[src/serial_port_cfg.svh]
// Register offsets, field positions, reset values and counts of the serial port.
`ifndef SERIAL_PORT_CFG_SVH
`define SERIAL_PORT_CFG_SVH
`define CTRL_OFS 2'h0
`define DATA_OFS 2'h1
`define RATE_OFS 2'h2
`define CTRL_RST 8'h00
`define RATE_RST 8'h00
`define BUF_RST 8'h00
`define F_MODE_HI 7
`define F_MODE_LO 6
`define F_MP_EN 5
`define F_RX_EN 4
`define F_TX_B9 3
`define F_RX_B9 2
`define F_TX_DONE 1
`define F_RX_DONE 0
`define F_RATE_DBL 7
`define F_TX_T2 1
`define F_RX_T2 0
`define OVS_LAST 4'hf
`define OVS_MID 4'h7
`define FIX_DIV_LAST 2'h3
`define M0_LAST 4'h7
`define RX_LAST_B8 4'h7
`define RX_LAST_B9 4'h8
`define TX_LAST_B8 4'h9
`define TX_LAST_B9 4'ha
`endif

[src/serial_port_pkg.sv]
// Types shared by the serial port: modes, receiver states and the state record.
package serial_port_pkg;
   typedef enum logic [1:0] {
      MODE_SHIFT  = 2'h0,
      MODE_ASYNC8 = 2'h1,
      MODE_FIX9   = 2'h2,
      MODE_VAR9   = 2'h3
   } mode_t;
   typedef enum logic [1:0] {
      RX_IDLE  = 2'h0,
      RX_START = 2'h1,
      RX_DATA  = 2'h3,
      RX_STOP  = 2'h2
   } rx_state_t;
   typedef struct packed {
      logic [7:0]  ctl;
      logic [7:0]  rate;
      logic [7:0]  rx_buf;
      logic [7:0]  rdata;
      logic [10:0] tx_sh;
      logic [3:0]  tx_bit;
      logic [3:0]  tx_sub;
      logic        tx_busy;
      logic        tx_pend;
      logic        m0_busy;
      logic        m0_rx;
      logic        m0_ph;
      logic [3:0]  m0_bit;
      logic [7:0]  m0_sh;
      rx_state_t   rx_st;
      logic [8:0]  rx_sh;
      logic [3:0]  rx_bit;
      logic [3:0]  rx_sub;
      logic        rx_prev;
      logic [1:0]  pre;
      logic        t1_half;
      logic        txd;
      logic        rxd_out;
      logic        rxd_oe;
   } state_t;
endpackage

[src/four_mode_serial_port.sv]
// Four-mode serial port: shift-register mode and three asynchronous framings.
`timescale 1ns/1ps
`include "serial_port_cfg.svh"

////////////////////////////////////////////////////////////////////////////////
// Function
// - Two mode bits pick shift, 8-bit async, 9-bit fixed or 9-bit variable.
// - Receive-enable gates the start of reception; clearing it stops async reception, but a running shift reception completes.
// - In 9-bit modes the transmit ninth-bit field goes out as ninth bit.
// - Receive ninth-bit holds ninth bit in 9-bit modes, stop bit in 8-bit async.
// - Transmit-done sets after bit eight (shift) or at stop start; software clears.
// - Receive-done sets after bit eight (shift) or mid stop bit; software clears.
// - Shift mode moves eight bits LSB first on receive pin, clock on transmit.
// - Shift mode reception starts when receive-enable is 1 and receive-done is 0.
// - Any write of the data buffer starts a transmission, except one made while a shift-mode transfer runs.
// - 8-bit async frame: start 0, eight data bits LSB first, stop 1.
// - 8-bit async buffer write loads 1 into the ninth transmit position.
// - Async reception starts on a falling edge; start bit not stored.
// - Last bit moves data to buffer; done set if clear and stop or mp ok.
// - 9-bit fixed rate is clock over 64, or over 32 when doubled.
// - 9-bit frames carry start, eight data, ninth bit and stop: eleven bits.
// - 9-bit transmit loads data and ninth bit, shifting from next rate tick.
// - 9-bit variable mode equals fixed mode but takes timer overflow rate.
// - Variable rate comes from either timer, separately for transmit and receive.
// - Async start bit starts a reception only while receive-enable is 1.
// - Buffer writes load transmit register; reads return separate receive register.
// - Reception is buffered; in async modes an unread frame is overwritten by the next.
// - First timer rate: overflow rate over 32, or over 16 when doubled.
// - Second timer: sixteen overflows make one bit period.
module four_mode_serial_port (
   input  wire logic       CLK,
   input  wire logic       RST,
   input  wire logic [1:0] ADDR,
   input  wire logic [7:0] WDATA,
   input  wire logic       WR,
   input  wire logic       RD,
   output logic      [7:0] RDATA,
   input  wire logic       T1_OVF,
   input  wire logic       T2_OVF,
   input  wire logic       RXD_IN,
   output logic            RXD_OUT,
   output logic            RXD_OE,
   output logic            TXD
);

   serial_port_pkg::state_t s_reg;
   serial_port_pkg::state_t s_next;
   serial_port_pkg::mode_t  mode;
   logic                    dbl;
   logic                    fix_tick;
   logic                    t1_tick;
   logic                    tx_tick;
   logic                    rx_tick;
   logic                    wr_data;
   logic [3:0]              tx_last;
   logic [3:0]              rx_last;
   logic [7:0]              rx_data;

   ////////////////////////////////////////////////////////////////////////////
   // Rate ticks at sixteen times the bit rate.

   assign mode = serial_port_pkg::mode_t'(s_reg.ctl[`F_MODE_HI:`F_MODE_LO]);
   assign dbl  = s_reg.rate[`F_RATE_DBL];
   // Four clocks per sixteenth gives clock over 64; two give clock over 32.
   assign fix_tick = dbl ? s_reg.pre[0] : (s_reg.pre == `FIX_DIV_LAST);
   // The first timer is halved unless doubled, so a bit spans 32 or 16 overflows.
   assign t1_tick = T1_OVF & (s_reg.t1_half | dbl);
   always_comb begin
      if (mode == serial_port_pkg::MODE_FIX9) begin
         tx_tick = fix_tick;
         rx_tick = fix_tick;
      end else begin
         tx_tick = s_reg.rate[`F_TX_T2] ? T2_OVF : t1_tick;
         rx_tick = s_reg.rate[`F_RX_T2] ? T2_OVF : t1_tick;
      end
   end

   assign wr_data = WR && (ADDR == `DATA_OFS);
   assign tx_last = (mode == serial_port_pkg::MODE_ASYNC8) ? `TX_LAST_B8 : `TX_LAST_B9;
   assign rx_last = (mode == serial_port_pkg::MODE_ASYNC8) ? `RX_LAST_B8 : `RX_LAST_B9;
   assign rx_data = (mode == serial_port_pkg::MODE_ASYNC8) ? s_reg.rx_sh[8:1]
                                                           : s_reg.rx_sh[7:0];

   ////////////////////////////////////////////////////////////////////////////
   // Next-state logic.

   always_comb begin
      s_next = s_reg;
      s_next.pre = s_reg.pre + 2'h1;
      if (T1_OVF) begin
         s_next.t1_half = ~s_reg.t1_half;
      end

      // Register port; software writes land first so hardware sets win.
      s_next.rdata = 8'h00;
      if (RD) begin
         if (ADDR == `CTRL_OFS) begin
            s_next.rdata = s_reg.ctl;
         end else if (ADDR == `DATA_OFS) begin
            s_next.rdata = s_reg.rx_buf;
         end else if (ADDR == `RATE_OFS) begin
            s_next.rdata = s_reg.rate;
         end
      end
      if (WR) begin
         if (ADDR == `CTRL_OFS) begin
            s_next.ctl = WDATA;
         end else if (ADDR == `RATE_OFS) begin
            s_next.rate = WDATA;
         end
      end

      // Asynchronous transmitter.
      if (mode != serial_port_pkg::MODE_SHIFT) begin
         if (wr_data) begin
            // Word is stop, ninth, data, start; shifted out from bit 0.
            s_next.tx_sh = {1'b1,
                            (mode == serial_port_pkg::MODE_ASYNC8) ? 1'b1
                                                   : s_reg.ctl[`F_TX_B9],
                            WDATA, 1'b0};
            s_next.tx_pend = 1'b1;
            s_next.tx_busy = 1'b0;
            s_next.txd     = 1'b1;
         end else if (s_reg.tx_pend && tx_tick) begin
            s_next.tx_pend = 1'b0;
            s_next.tx_busy = 1'b1;
            s_next.tx_bit  = 4'h0;
            s_next.tx_sub  = 4'h0;
            s_next.txd     = s_reg.tx_sh[0];
         end else if (s_reg.tx_busy && tx_tick) begin
            s_next.tx_sub = s_reg.tx_sub + 4'h1;
            if (s_reg.tx_sub == `OVS_LAST) begin
               if (s_reg.tx_bit == tx_last) begin
                  s_next.tx_busy = 1'b0;
                  s_next.txd     = 1'b1;
               end else begin
                  s_next.tx_bit = s_reg.tx_bit + 4'h1;
                  s_next.tx_sh  = {1'b1, s_reg.tx_sh[10:1]};
                  s_next.txd    = s_reg.tx_sh[1];
                  if (s_reg.tx_bit + 4'h1 == tx_last) begin
                     s_next.ctl[`F_TX_DONE] = 1'b1;
                  end
               end
            end
         end
      end

      // Asynchronous receiver with sixteen ticks per bit, sampling each bit once at tick 7.
      s_next.rx_prev = RXD_IN;
      case (s_reg.rx_st)
         serial_port_pkg::RX_IDLE: begin
            if (s_reg.ctl[`F_RX_EN] && s_reg.rx_prev && !RXD_IN) begin
               s_next.rx_st  = serial_port_pkg::RX_START;
               s_next.rx_sub = 4'h0;
            end
         end
         serial_port_pkg::RX_START: begin
            if (rx_tick) begin
               s_next.rx_sub = s_reg.rx_sub + 4'h1;
               if (s_reg.rx_sub == `OVS_MID && RXD_IN) begin
                  s_next.rx_st = serial_port_pkg::RX_IDLE;
               end else if (s_reg.rx_sub == `OVS_LAST) begin
                  s_next.rx_st  = serial_port_pkg::RX_DATA;
                  s_next.rx_bit = 4'h0;
               end
            end
         end
         serial_port_pkg::RX_DATA: begin
            if (rx_tick) begin
               s_next.rx_sub = s_reg.rx_sub + 4'h1;
               if (s_reg.rx_sub == `OVS_MID) begin
                  s_next.rx_sh = {RXD_IN, s_reg.rx_sh[8:1]};
               end
               if (s_reg.rx_sub == `OVS_LAST) begin
                  s_next.rx_bit = s_reg.rx_bit + 4'h1;
                  if (s_reg.rx_bit == rx_last) begin
                     s_next.rx_st = serial_port_pkg::RX_STOP;
                  end
               end
            end
         end
         serial_port_pkg::RX_STOP: begin
            if (rx_tick) begin
               s_next.rx_sub = s_reg.rx_sub + 4'h1;
               if (s_reg.rx_sub == `OVS_MID) begin
                  s_next.rx_st  = serial_port_pkg::RX_IDLE;
                  s_next.rx_buf = rx_data;
                  s_next.ctl[`F_RX_B9] = (mode == serial_port_pkg::MODE_ASYNC8) ? RXD_IN
                                                                : s_reg.rx_sh[8];
                  if (!s_reg.ctl[`F_RX_DONE] && (!s_reg.ctl[`F_MP_EN] || RXD_IN)) begin
                     s_next.ctl[`F_RX_DONE] = 1'b1;
                  end
               end
            end
         end
         default: begin
            s_next.rx_st = serial_port_pkg::RX_IDLE;
         end
      endcase
      if (!s_reg.ctl[`F_RX_EN] || mode == serial_port_pkg::MODE_SHIFT) begin
         s_next.rx_st = serial_port_pkg::RX_IDLE;
      end

      // Shift-register mode: two clocks per bit, clock low then high.
      if (mode == serial_port_pkg::MODE_SHIFT) begin
         s_next.tx_busy = 1'b0;
         s_next.tx_pend = 1'b0;
         if (!s_reg.m0_busy) begin
            s_next.txd    = 1'b1;
            s_next.rxd_oe = 1'b0;
            if (wr_data) begin
               s_next.m0_busy = 1'b1;
               s_next.m0_rx   = 1'b0;
               s_next.m0_sh   = WDATA;
               s_next.m0_bit  = 4'h0;
               s_next.m0_ph   = 1'b0;
               s_next.rxd_oe  = 1'b1;
               s_next.rxd_out = WDATA[0];
               s_next.txd     = 1'b0;
            end else if (s_reg.ctl[`F_RX_EN] && !s_reg.ctl[`F_RX_DONE]) begin
               s_next.m0_busy = 1'b1;
               s_next.m0_rx   = 1'b1;
               s_next.m0_bit  = 4'h0;
               s_next.m0_ph   = 1'b0;
               s_next.txd     = 1'b0;
            end
         end else if (!s_reg.m0_ph) begin
            s_next.m0_ph = 1'b1;
            s_next.txd   = 1'b1;
            if (s_reg.m0_rx) begin
               s_next.m0_sh = {RXD_IN, s_reg.m0_sh[7:1]};
            end
         end else begin
            s_next.m0_ph  = 1'b0;
            s_next.m0_bit = s_reg.m0_bit + 4'h1;
            if (s_reg.m0_bit == `M0_LAST) begin
               s_next.m0_busy = 1'b0;
               s_next.rxd_oe  = 1'b0;
               if (s_reg.m0_rx) begin
                  s_next.rx_buf = s_reg.m0_sh;
                  s_next.ctl[`F_RX_DONE] = 1'b1;
               end else begin
                  s_next.ctl[`F_TX_DONE] = 1'b1;
               end
            end else begin
               s_next.txd = 1'b0;
               if (!s_reg.m0_rx) begin
                  s_next.m0_sh   = {1'b0, s_reg.m0_sh[7:1]};
                  s_next.rxd_out = s_reg.m0_sh[1];
               end
            end
         end
      end else begin
         s_next.m0_busy = 1'b0;
         s_next.rxd_oe  = 1'b0;
      end
   end

   ////////////////////////////////////////////////////////////////////////////
   // State register.

   always_ff @(posedge CLK or posedge RST) begin
      if (RST) begin
         s_reg         <= '0;
         s_reg.ctl     <= `CTRL_RST;
         s_reg.rate    <= `RATE_RST;
         s_reg.rx_buf  <= `BUF_RST;
         s_reg.rx_st   <= serial_port_pkg::RX_IDLE;
         s_reg.rx_prev <= 1'b1;
         s_reg.txd     <= 1'b1;
         s_reg.rxd_out <= 1'b1;
      end else begin
         s_reg <= s_next;
      end
   end

   assign RDATA   = s_reg.rdata;
   assign TXD     = s_reg.txd;
   assign RXD_OUT = s_reg.rxd_out;
   assign RXD_OE  = s_reg.rxd_oe;
endmodule

[config.mk]
export PLATFORM = sky130hd
export DESIGN_NAME = four_mode_serial_port
export DESIGN_NICKNAME = d
export VERILOG_FILES = /design/src/serial_port_pkg.sv /design/src/four_mode_serial_port.sv
export VERILOG_INCLUDE_DIRS = /design/src /design/src/src
export SDC_FILE = /design/constraint.sdc
export NUM_CORES = 1
export LEC_CHECK = 0
export ABC_AREA = 1
export ABC_CLOCK_PERIOD_IN_PS = 7900
export BUFFER_PORTS_ARGS = -buffer_cell sky130_fd_sc_hd__buf_2
export CAP_MARGIN = 20
export CORE_MARGIN = 1
export CORE_UTILIZATION = 60
export DETAILED_ROUTE_END_ITERATION = 6
export GPL_TIMING_DRIVEN = 1
export HOLD_SLACK_MARGIN = 0.12
export PLACE_DENSITY = 0.85
export SETUP_SLACK_MARGIN = 0.02
export SLEW_MARGIN = 25
export SYNTH_ARGS = -nofsm -noshare
export SYNTH_HDL_FRONTEND = slang
export SYNTH_SLANG_ARGS = --single-unit
[constraint.sdc]
create_clock -name CLK -period 7.9 [get_ports CLK]
set_clock_uncertainty 0.1 [all_clocks]
set_input_delay 0.79 -clock CLK [delete_from_list [all_inputs] [get_ports CLK]]
set_output_delay 0.79 -clock CLK [all_outputs]
set_load 0.05 [all_outputs]
---- Word level (Yosys, flattened, before mapping) ----
Index checks and enable logic that the tools add are counted.
storage, ports and cells
  bits in registers ....................... 94
  input bits .............................. 17
cells by class
  add/subtract/negate cells ............... 6
  multiplexer cells ....................... 109
  reductions and logical operators ........ 48
  equal/unequal tests ..................... 41
  bitwise logic cells ..................... 6
operator list
  operator                                                         number
  8-bit two-way mux                                                21
  1-bit two-way mux                                                43
  2-bit two-way mux                                                21
  11-bit two-way mux                                               3
  3-bit inequality test, second input constant                     11
  15-bit two-way mux                                               2
  4-bit two-way mux                                                7
  2-bit inequality test, second input constant                     13
  4-bit by 1-bit adder with 4-bit output, second input constant    5
  20-bit two-way mux                                               1
  5-bit AND reduction                                              4
  19-bit two-way mux                                               1
  9-bit two-way mux                                                2
  2-bit nonzero test                                               9
  4-bit case mux with 4 select lines                               1
  3-bit AND reduction                                              5
  7-bit two-way mux                                                2
  13-bit two-way mux                                               1
  4-bit == test                                                    3
  4-bit nonzero test                                               3
  2-bit == test, second input constant                             5
  4-bit by 3-bit == test with 1-bit output, second input constant  2
  4-bit == test, second input constant                             2
  1-bit logical AND                                                8
  18 further kinds                                                 35

---- Logic depth before layout (Yosys ltp) ----
Gate-level depths: netlist (run 1).
  depth after elaboration ................. 16
  mapped depth ............................ 11
  mapped depth without buffers ............ 11

---- Worst setup path before layout (run 1) ----
No wires, ideal clock.
  path type ............................... input-to-reg
  from .................................... in ADDR[1]
  to ...................................... reg s_reg[26] (netlist name)
  stages .................................. 9
  required time ........................... 7727 ps
  setup slack ............................. 5976 ps
  data arrival time ....................... 1751 ps
  cell sequence ........................... inv_1 > nand3_1 > inv_1 > nand2_2 > nand2_1 > nor3b_4 > buf_6 > nor2_1 > a21oi_2
on the way
  cells in the longest elaborated chain, start to end .. 4
ends and longest elaborated chain
  element                                                    RTL line                      text
  from (decl)                                                four_mode_serial_port.sv:33   input wire logic [1:0] ADDR,
  2-bit by 1-bit == test with 1-bit output (no source line)  -
  1-bit logical AND                                          four_mode_serial_port.sv:78   assign wr_data = WR && (ADDR == `DATA_OFS);
  2-bit nonzero test (no source line)                        -
  5-bit AND reduction (no source line)                       -
  to (signal assigned)                                       four_mode_serial_port.sv:273  s_reg <= s_next;
  to (decl)                                                  four_mode_serial_port.sv:46   serial_port_pkg::state_t s_reg;
No other way between the ends.
A chain may end at the register's enable or synchronous reset.

---- Worst setup path after layout (run 1) ----
  from .................................... in ADDR[1]
  to ...................................... reg s_reg[27] (netlist name)
The elaborated chain is that of the path after synthesis.

==> reports/metrics.csv, run 1 <==
metric,value,unit
avgRoutedWirePerCell,14.2,um
clk-insertion-delay-late,0.36,ns
routed_via_density,5.50,
critPathTopFamily,simple AND/OR/NAND/NOR gates,
pin_count,28,
io_buffer_count,27,
timing.final.ws_setup,5.22,ns
avg_inst_size_synth,7.80,um^2
r2r-end,s_reg[60],
worst_setup_path_end_kind,register,
post_detailed_placement_half_perimeter_wirelength,7.67,mm
postCtsSetupBuffers,0,
synth.ff_latch_count,94,
r2r-start,mode[0],
clock_tree_root_driver_cell,clkbuf_8,
timing.hold.worst.start,s_reg[4],
post-synth-top-area-fraction,0.456,
synth_cell_types,43,
reg2reg_setup_slack,5.50,ns
synth_sequential_area_ratio,0.472,
syn2layout_area_growth,7.72,%
fin_total_pwr,1310,uW
leakagePower,0.00278,uW
gp_congestion,0.950,
setup_viol_count_final,0,
timing.final.max_slew_violations,0,
setup-tns-final,0,ns
synth-async-reset-ratio,1.00,
drv_cap,0,
core_area,7890,um^2
ctsLongestPathBuffers,2,
numCtsBuffers,9,
min_path_type,reg -> reg,
timing.hold.worst_path_depth,1,
drt-pass1-iter-count,5,
critPathBufInv,3,
fin_crit_sh,0.340,
cts_tree,done,
worst_case_headroom_to_the_max_slew_limit,0.460,
die_area,8690,um^2
clkSlewWorstSetupHoldPaths,0.09,ns
worst_reg_to_reg_path_cell_count,8,
number_of_enable_flip_flop_cells_after_synthesis,0,
final_nets,685,
crit_top_cell,inv_1,
timing.critical_path.required,8.09,ns
cp_slowest_cell,nand3_1,
dp_slack,4.93,ns
drt.antenna.violating_nets,0,
timing_hold_violations_final,0,
synth.yosys.warnings,0,
largest_register_ff_count,80,
cts_repair_resize_count,0,
hold_buffers,0,
final.hold.worst_slack,0.367,ns
most_instantiated_cells_after_synthesis,"nand2_1, dfrtp_1, inv_1",
grt_max_degree,49,
finalInstanceArea,5380,um^2
detailroute.via_count,4205,
cts_max_level,3,
placed_cell_area,5130,um^2
path_class,in -> reg,
synth_top_area_cells,"dfrtp_1, nand2_1, o21ai_0",
timing.critical_path.slowest_cell_delay,0.56,ns
cp.arrival,2.87,ns
worstHoldEndpoint,s_reg[4],
clock-sinks,94,
post-synth-top-area-cell,dfrtp_1,
grt_remaining_overflow,0,
antenna_found_initial,1,
worst_setup_path_start_kind,input port,
timing.critical_path.cells,"buf_2, inv_1, nand3_1, inv_1, nand2_2, nand2_1, nor3b_4, nor2_1, a21oi_1",
start_util,0.633,
dieHeight,93.2,um
postSynthNetCount,668,
run_status,"finished, final reports clean",
pwr_density_cell,244,nW/um^2
syn_area,4990,um^2
grt_pass1_vias,4027,
worst_pin_slew,0.809,ns
gr-usage-all-layers,0.272,
yosys_most_used_dff,dfrtp_1,
routed_wl,10.9,mm
std_cell_rows,32,
yosysMostFrequentCell,nand2_1,
final.min_clock_period,2.68,ns
cell_count_after_synthesis,640,
fmax,373,MHz
post_route_cells_drive_above_1_share,0.107,
peakVddDrop,0.000179,V
path_max_fanout,21,
rsz0062_at_grt,false,
grt_first_pass_wirelength,18.2,mm
drc,0,
drtIter0Drc,196,
horizontal_die_dimension,93.2,um
-- logic make-up after synthesis --
family                   synth area share
AND/OR/NAND/NOR                     0.260
buffers and inverters              0.0972
AO/OA/AOI/OAI                       0.128
flip-flops                          0.472
adder cells (fa/ha/maj)            0.0276
XOR/XNOR                           0.0123
multiplexers                      0.00226
-- cell usage in the layout (no fill, tap or decap), types with 3 or more instances in the layout --
cell and count:
o211ai_1 10, o22ai_1 6, nand2_2 4, nand2_1 183, clkbuf_8 10, ha_1 11, o21ai_0 67, bufinv_16 3
o21ai_1 10, nand4_1 5, a21oi_1 9, buf_2 27, nor2_1 48, xor2_1 6, a31oi_1 3, inv_1 86
nand3_1 41, dfrtp_1 91, dfstp_2 3, inv_2 5
-- metal layers --
layer | vias to the layer above | GRT usage | routed length (um)
li1 | 2074 | - | -
met4 | 0 | 0.114 | 272
met5 | - | 0 | 0
met2 | 158 | 0.452 | 5100
met3 | 31 | 0.0537 | 703
met1 | 1942 | 0.348 | 4810
-- cell type report --
type,instances,area (um^2)
fill,627,2510
sequential,94,2360
multi-input combinational,431,2150
inverter,93,350
timing repair buffer,28,143
clock buffer,11,141
tap,102,128
clock inverter,5,106
antenna,1,2.50
-- stage by stage --
step | util | instances
floorplan | - | 640
global placement | 0.650 | 748
detailed placement | 0.650 | 748
CTS | 0.681 | 764
global route | 0.681 | 764
finish | 0.682 | 765
-- worst max-delay path by stage --
| stage | start | to | slack (ns) | cells after the start |
|---|---|---|---|---|
| global placement | ADDR[1] | s_reg[26] | 5.06 | 9 |
| global route | ADDR[1] | s_reg[30] | 4.96 | 9 |
| finish | ADDR[1] | s_reg[27] | 5.22 | 9 |
| floorplan | RST | RDATA[0] | 4.57 | 1 |
| CTS | ADDR[1] | s_reg[30] | 5.29 | 9 |
| detailed placement | ADDR[1] | s_reg[30] | 4.93 | 9 |
-- report_power, final --
group / internal, uW / switching [uW] / total (uW)
Clock: 220 / 165 / 385
Combinational: 91.9 / 202 / 294
Sequential: 564 / 67.5 / 631
Total: 875 / 435 / 1310
(Power assumes the default switching activity.)
==> inputs of run 2 (changes only) <==
--- a/config.mk
+++ b/config.mk
@@ -6,8 +6,8 @@
 export SDC_FILE = /design/constraint.sdc
 export NUM_CORES = 1
 export LEC_CHECK = 0
-export ABC_AREA = 1
-export ABC_CLOCK_PERIOD_IN_PS = 7900
+export ABC_AREA = 0
+export ABC_CLOCK_PERIOD_IN_PS = 2600
 export BUFFER_PORTS_ARGS = -buffer_cell sky130_fd_sc_hd__buf_2
 export CAP_MARGIN = 20
 export CORE_MARGIN = 1
==> constraint.sdc (replaced) <==
create_clock -name CLK -period 2.6 [get_ports CLK]
set_clock_uncertainty 0.1 [all_clocks]
set_input_delay 0.26 -clock CLK [delete_from_list [all_inputs] [get_ports CLK]]
set_output_delay 0.26 -clock CLK [all_outputs]
set_load 0.05 [all_outputs]
==> reports/metrics.csv, run 2 <==
metric,value,unit,change
leakagePower,0.00250,uW,was 0.00278 uW
path_class,reg -> reg,,was in -> reg
dieHeight,93.4,um,was 93.2 um
finalInstanceArea,5480,um^2,was 5380 um^2
netSwitchingFraction,0.355,,was 0.332
synth_top_area_cells,"dfrtp_1, mux2_2, mux2i_1",,"was dfrtp_1, nand2_1, o21ai_0"
drtIter0Drc,246,,was 196
pint,2450,uW,was 875 uW
synth_sequential_area_ratio,0.470,,was 0.472
peakVddDrop,0.000424,V,was 0.000179 V
most_instantiated_cells_after_synthesis,"dfrtp_1, mux2_2, nand2_1",,"was nand2_1, dfrtp_1, inv_1"
avgRoutedWirePerCell,18.7,um,was 14.2 um
fmax,417,MHz,
cell_count_after_synthesis,481,,was 640
post_route_cells_drive_above_1_share,0.225,,was 0.107
gp_congestion,0.856,,was 0.950
cts_tree,done,,unchanged
syn_area,5010,um^2,was 4990 um^2
cts_max_level,3,,unchanged
fin_crit_sh,0.922,,
number_of_enable_flip_flop_cells_after_synthesis,0,,unchanged
clock-sinks,94,,unchanged
synth.ff_latch_count,94,,unchanged
grt_first_pass_wirelength,19.1,mm,was 18.2 mm
synth.yosys.warnings,0,,unchanged
path_max_fanout,11,,was 21
routed_wl,11.6,mm,was 10.9 mm
core_area,7890,um^2,unchanged
avg_inst_size_synth,10.4,um^2,was 7.80 um^2
ctsLongestPathBuffers,2,,unchanged
cp.arrival,2.54,ns,was 2.87 ns
worst_case_headroom_to_the_max_slew_limit,0.439,,was 0.460
pin_count,28,,unchanged
horizontal_die_dimension,93.4,um,was 93.2 um
worst_setup_path_end_kind,register,,unchanged
synth_cell_types,62,,was 43
worst_setup_path_start_kind,register,,was input port
post_detailed_placement_half_perimeter_wirelength,7.98,mm,was 7.67 mm
clock_tree_root_driver_cell,clkbuf_8,,unchanged
detailroute.via_count,3856,,was 4205
critPathBufInv,0,,was 3
io_buffer_count,27,,unchanged
setup-tns-final,0,ns,unchanged
routed_via_density,6.23,,was 5.50
yosysMostFrequentCell,dfrtp_1,,was nand2_1
timing.critical_path.slowest_cell_delay,0.42,ns,was 0.56 ns
layoutNonFillerInstCount,619,,was 765
post-synth-top-area-fraction,0.455,,was 0.456
run_status,"finished, final reports clean",,unchanged
min_path_type,in -> async,,was reg -> reg
start_util,0.635,,was 0.633
drc,0,,unchanged
commonest_non_fill_non_tap_cell_in_the_layout,dfrtp_1,,was nand2_1
final.min_clock_period,2.40,ns,
drt.antenna.violating_nets,0,,unchanged
grt_max_degree,60,,was 49
power.net_switching,1350,uW,was 435 uW
layout_common_cells,"dfrtp_1, mux2_2, nand2_1, o21ai_0, nor2_1",,"was nand2_1, dfrtp_1, inv_1, o21ai_0, nor2_1"
die_area,8720,um^2,was 8690 um^2
yosys_most_used_dff,dfrtp_1,,unchanged
largest_register_ff_count,80,,unchanged
clkSlewWorstSetupHoldPaths,0.09,ns,about the same
worst_pin_slew,0.834,ns,was 0.809 ns
drt-pass1-iter-count,5,,unchanged
drv_cap,0,,unchanged
final_nets,539,,was 685
p_clk_frac,0.226,,was 0.294
r2r-start,s_reg[4],,was mode[0]
combinational_group_share_of_total_power,0.249,,was 0.224
r2r-end,s_reg[75],,was s_reg[60]
timing.critical_path.cells,"ha_1, nor2b_1, a211o_1, nand4_2, mux2_2, mux2_2",,"was buf_2, inv_1, nand3_1, inv_1, nand2_2, nand2_1, nor3b_4, nor2_1, a21oi_1"
critPathTopFamily,multiplexers,,was simple AND/OR/NAND/NOR gates
pwr-share-seq,0.525,,was 0.482
setup_viol_count_final,0,,unchanged
numCtsBuffers,9,,unchanged
cp_slowest_cell,dfrtp_1,,was nand3_1
grt_pass1_vias,3880,,was 4027
crit_top_cell,mux2_2,,was inv_1
reg2reg_setup_slack,0.20,ns,was 5.50 ns
post-synth-top-area-cell,dfrtp_1,,unchanged
antenna_found_initial,0,,was 1
grt_remaining_overflow,0,,unchanged
placed_cell_area,5190,um^2,was 5130 um^2
clk-insertion-delay-late,0.36,ns,about the same
timing_hold_violations_final,0,,unchanged
timing.critical_path.required,2.75,ns,was 8.09 ns
timing.final.max_slew_violations,0,,unchanged
synth-async-reset-ratio,1.00,,unchanged
hold_buffers,12,,was 0
syn2layout_area_growth,9.49,%,was 7.72%
dp_cells,590,,was 748
postCtsSetupBuffers,0,,unchanged
postSynthNetCount,509,,was 668
rsz0062_at_grt,false,,unchanged
pwr_density_cell,694,nW/um^2,was 244 nW/um^2
worst_reg_to_reg_path_cell_count,6,,was 8
gr-usage-all-layers,0.288,,was 0.272
cts_repair_resize_count,0,,unchanged
std_cell_rows,32,,unchanged
-- run 2: cell type report --
cell class | count | area, um^2
well taps | 102 | 128
repair buffers | 50 | 350
fillers | 553 | 2400
inverters | 21 | 82.6
multi-input cells | 335 | 2400
diodes | 1 | 2.50
clock inverters | 6 | 38.8
flip-flops and latches | 94 | 2360
clock buffers | 10 | 128
-- run 2: power groups by stage --
stage | logic [uW] | clock network [uW] | registers (uW)
finish | 947 | 858 | 2000
global route | 1050 | 921 | 2020
CTS | 936 | 865 | 1980
detailed placement | 921 | 0 | 2000
global placement | 873 | 0 | 1990
floorplan | 718 | 0 | 1950
-- run 2: worst max-delay path by stage --
stage / from / cells after the start / slack [ns] / endpoint
4_1_cts: s_reg[4] / 6 / 0.25 / s_reg[72]
5_1_grt: s_reg[4] / 7 / 0.06 / s_reg[55]
2_1_floorplan: s_reg[4] / 7 / 0.59 / s_reg[70]
6_report: s_reg[4] / 6 / 0.20 / s_reg[75]
3_5_place_dp: s_reg[4] / 6 / 0.30 / s_reg[77]
3_3_place_gp: s_reg[4] / 6 / 0.40 / s_reg[73]
-- run 2: logic make-up after synthesis --
logic type / after synthesis / synth area share
compound gates: 112 / 0.153
xor+xnor: 3 / 0.00525
fa+ha+maj: 11 / 0.0275
buf+inv: 52 / 0.0507
flops: 94 / 0.470
mux: 67 / 0.146
simple gates: 142 / 0.147
-- run 2: tightest hold or removal path, stage by stage --
cell	delay, ns
dlygate4sd3_1	0.53
buf_2	0.13
clkinvlp_4	0.27
-- run 2: layer usage --
metal  part of all wire  global-route usage  wire (um)
met1               0.42               0.360       4900
met2               0.50               0.485       5840
met3              0.050              0.0707        584
met4              0.021               0.104        244
met5                  0                   0          0
-- run 2: stage by stage --
| stage | utilization | hold slack [ns] | power (uW) | setup WS, ns |
|---|---|---|---|---|
| floorplan | - | 0.164 | 2670 | 0.592 |
| global placement | 0.659 | 0.165 | 2860 | 0.396 |
| detailed placement | 0.659 | 0.170 | 2920 | 0.301 |
| CTS | 0.695 | 0.313 | 3780 | 0.251 |
| global route | 0.695 | 0.346 | 3990 | 0.0613 |
| finish | 0.695 | 0.317 | 3800 | 0.202 |
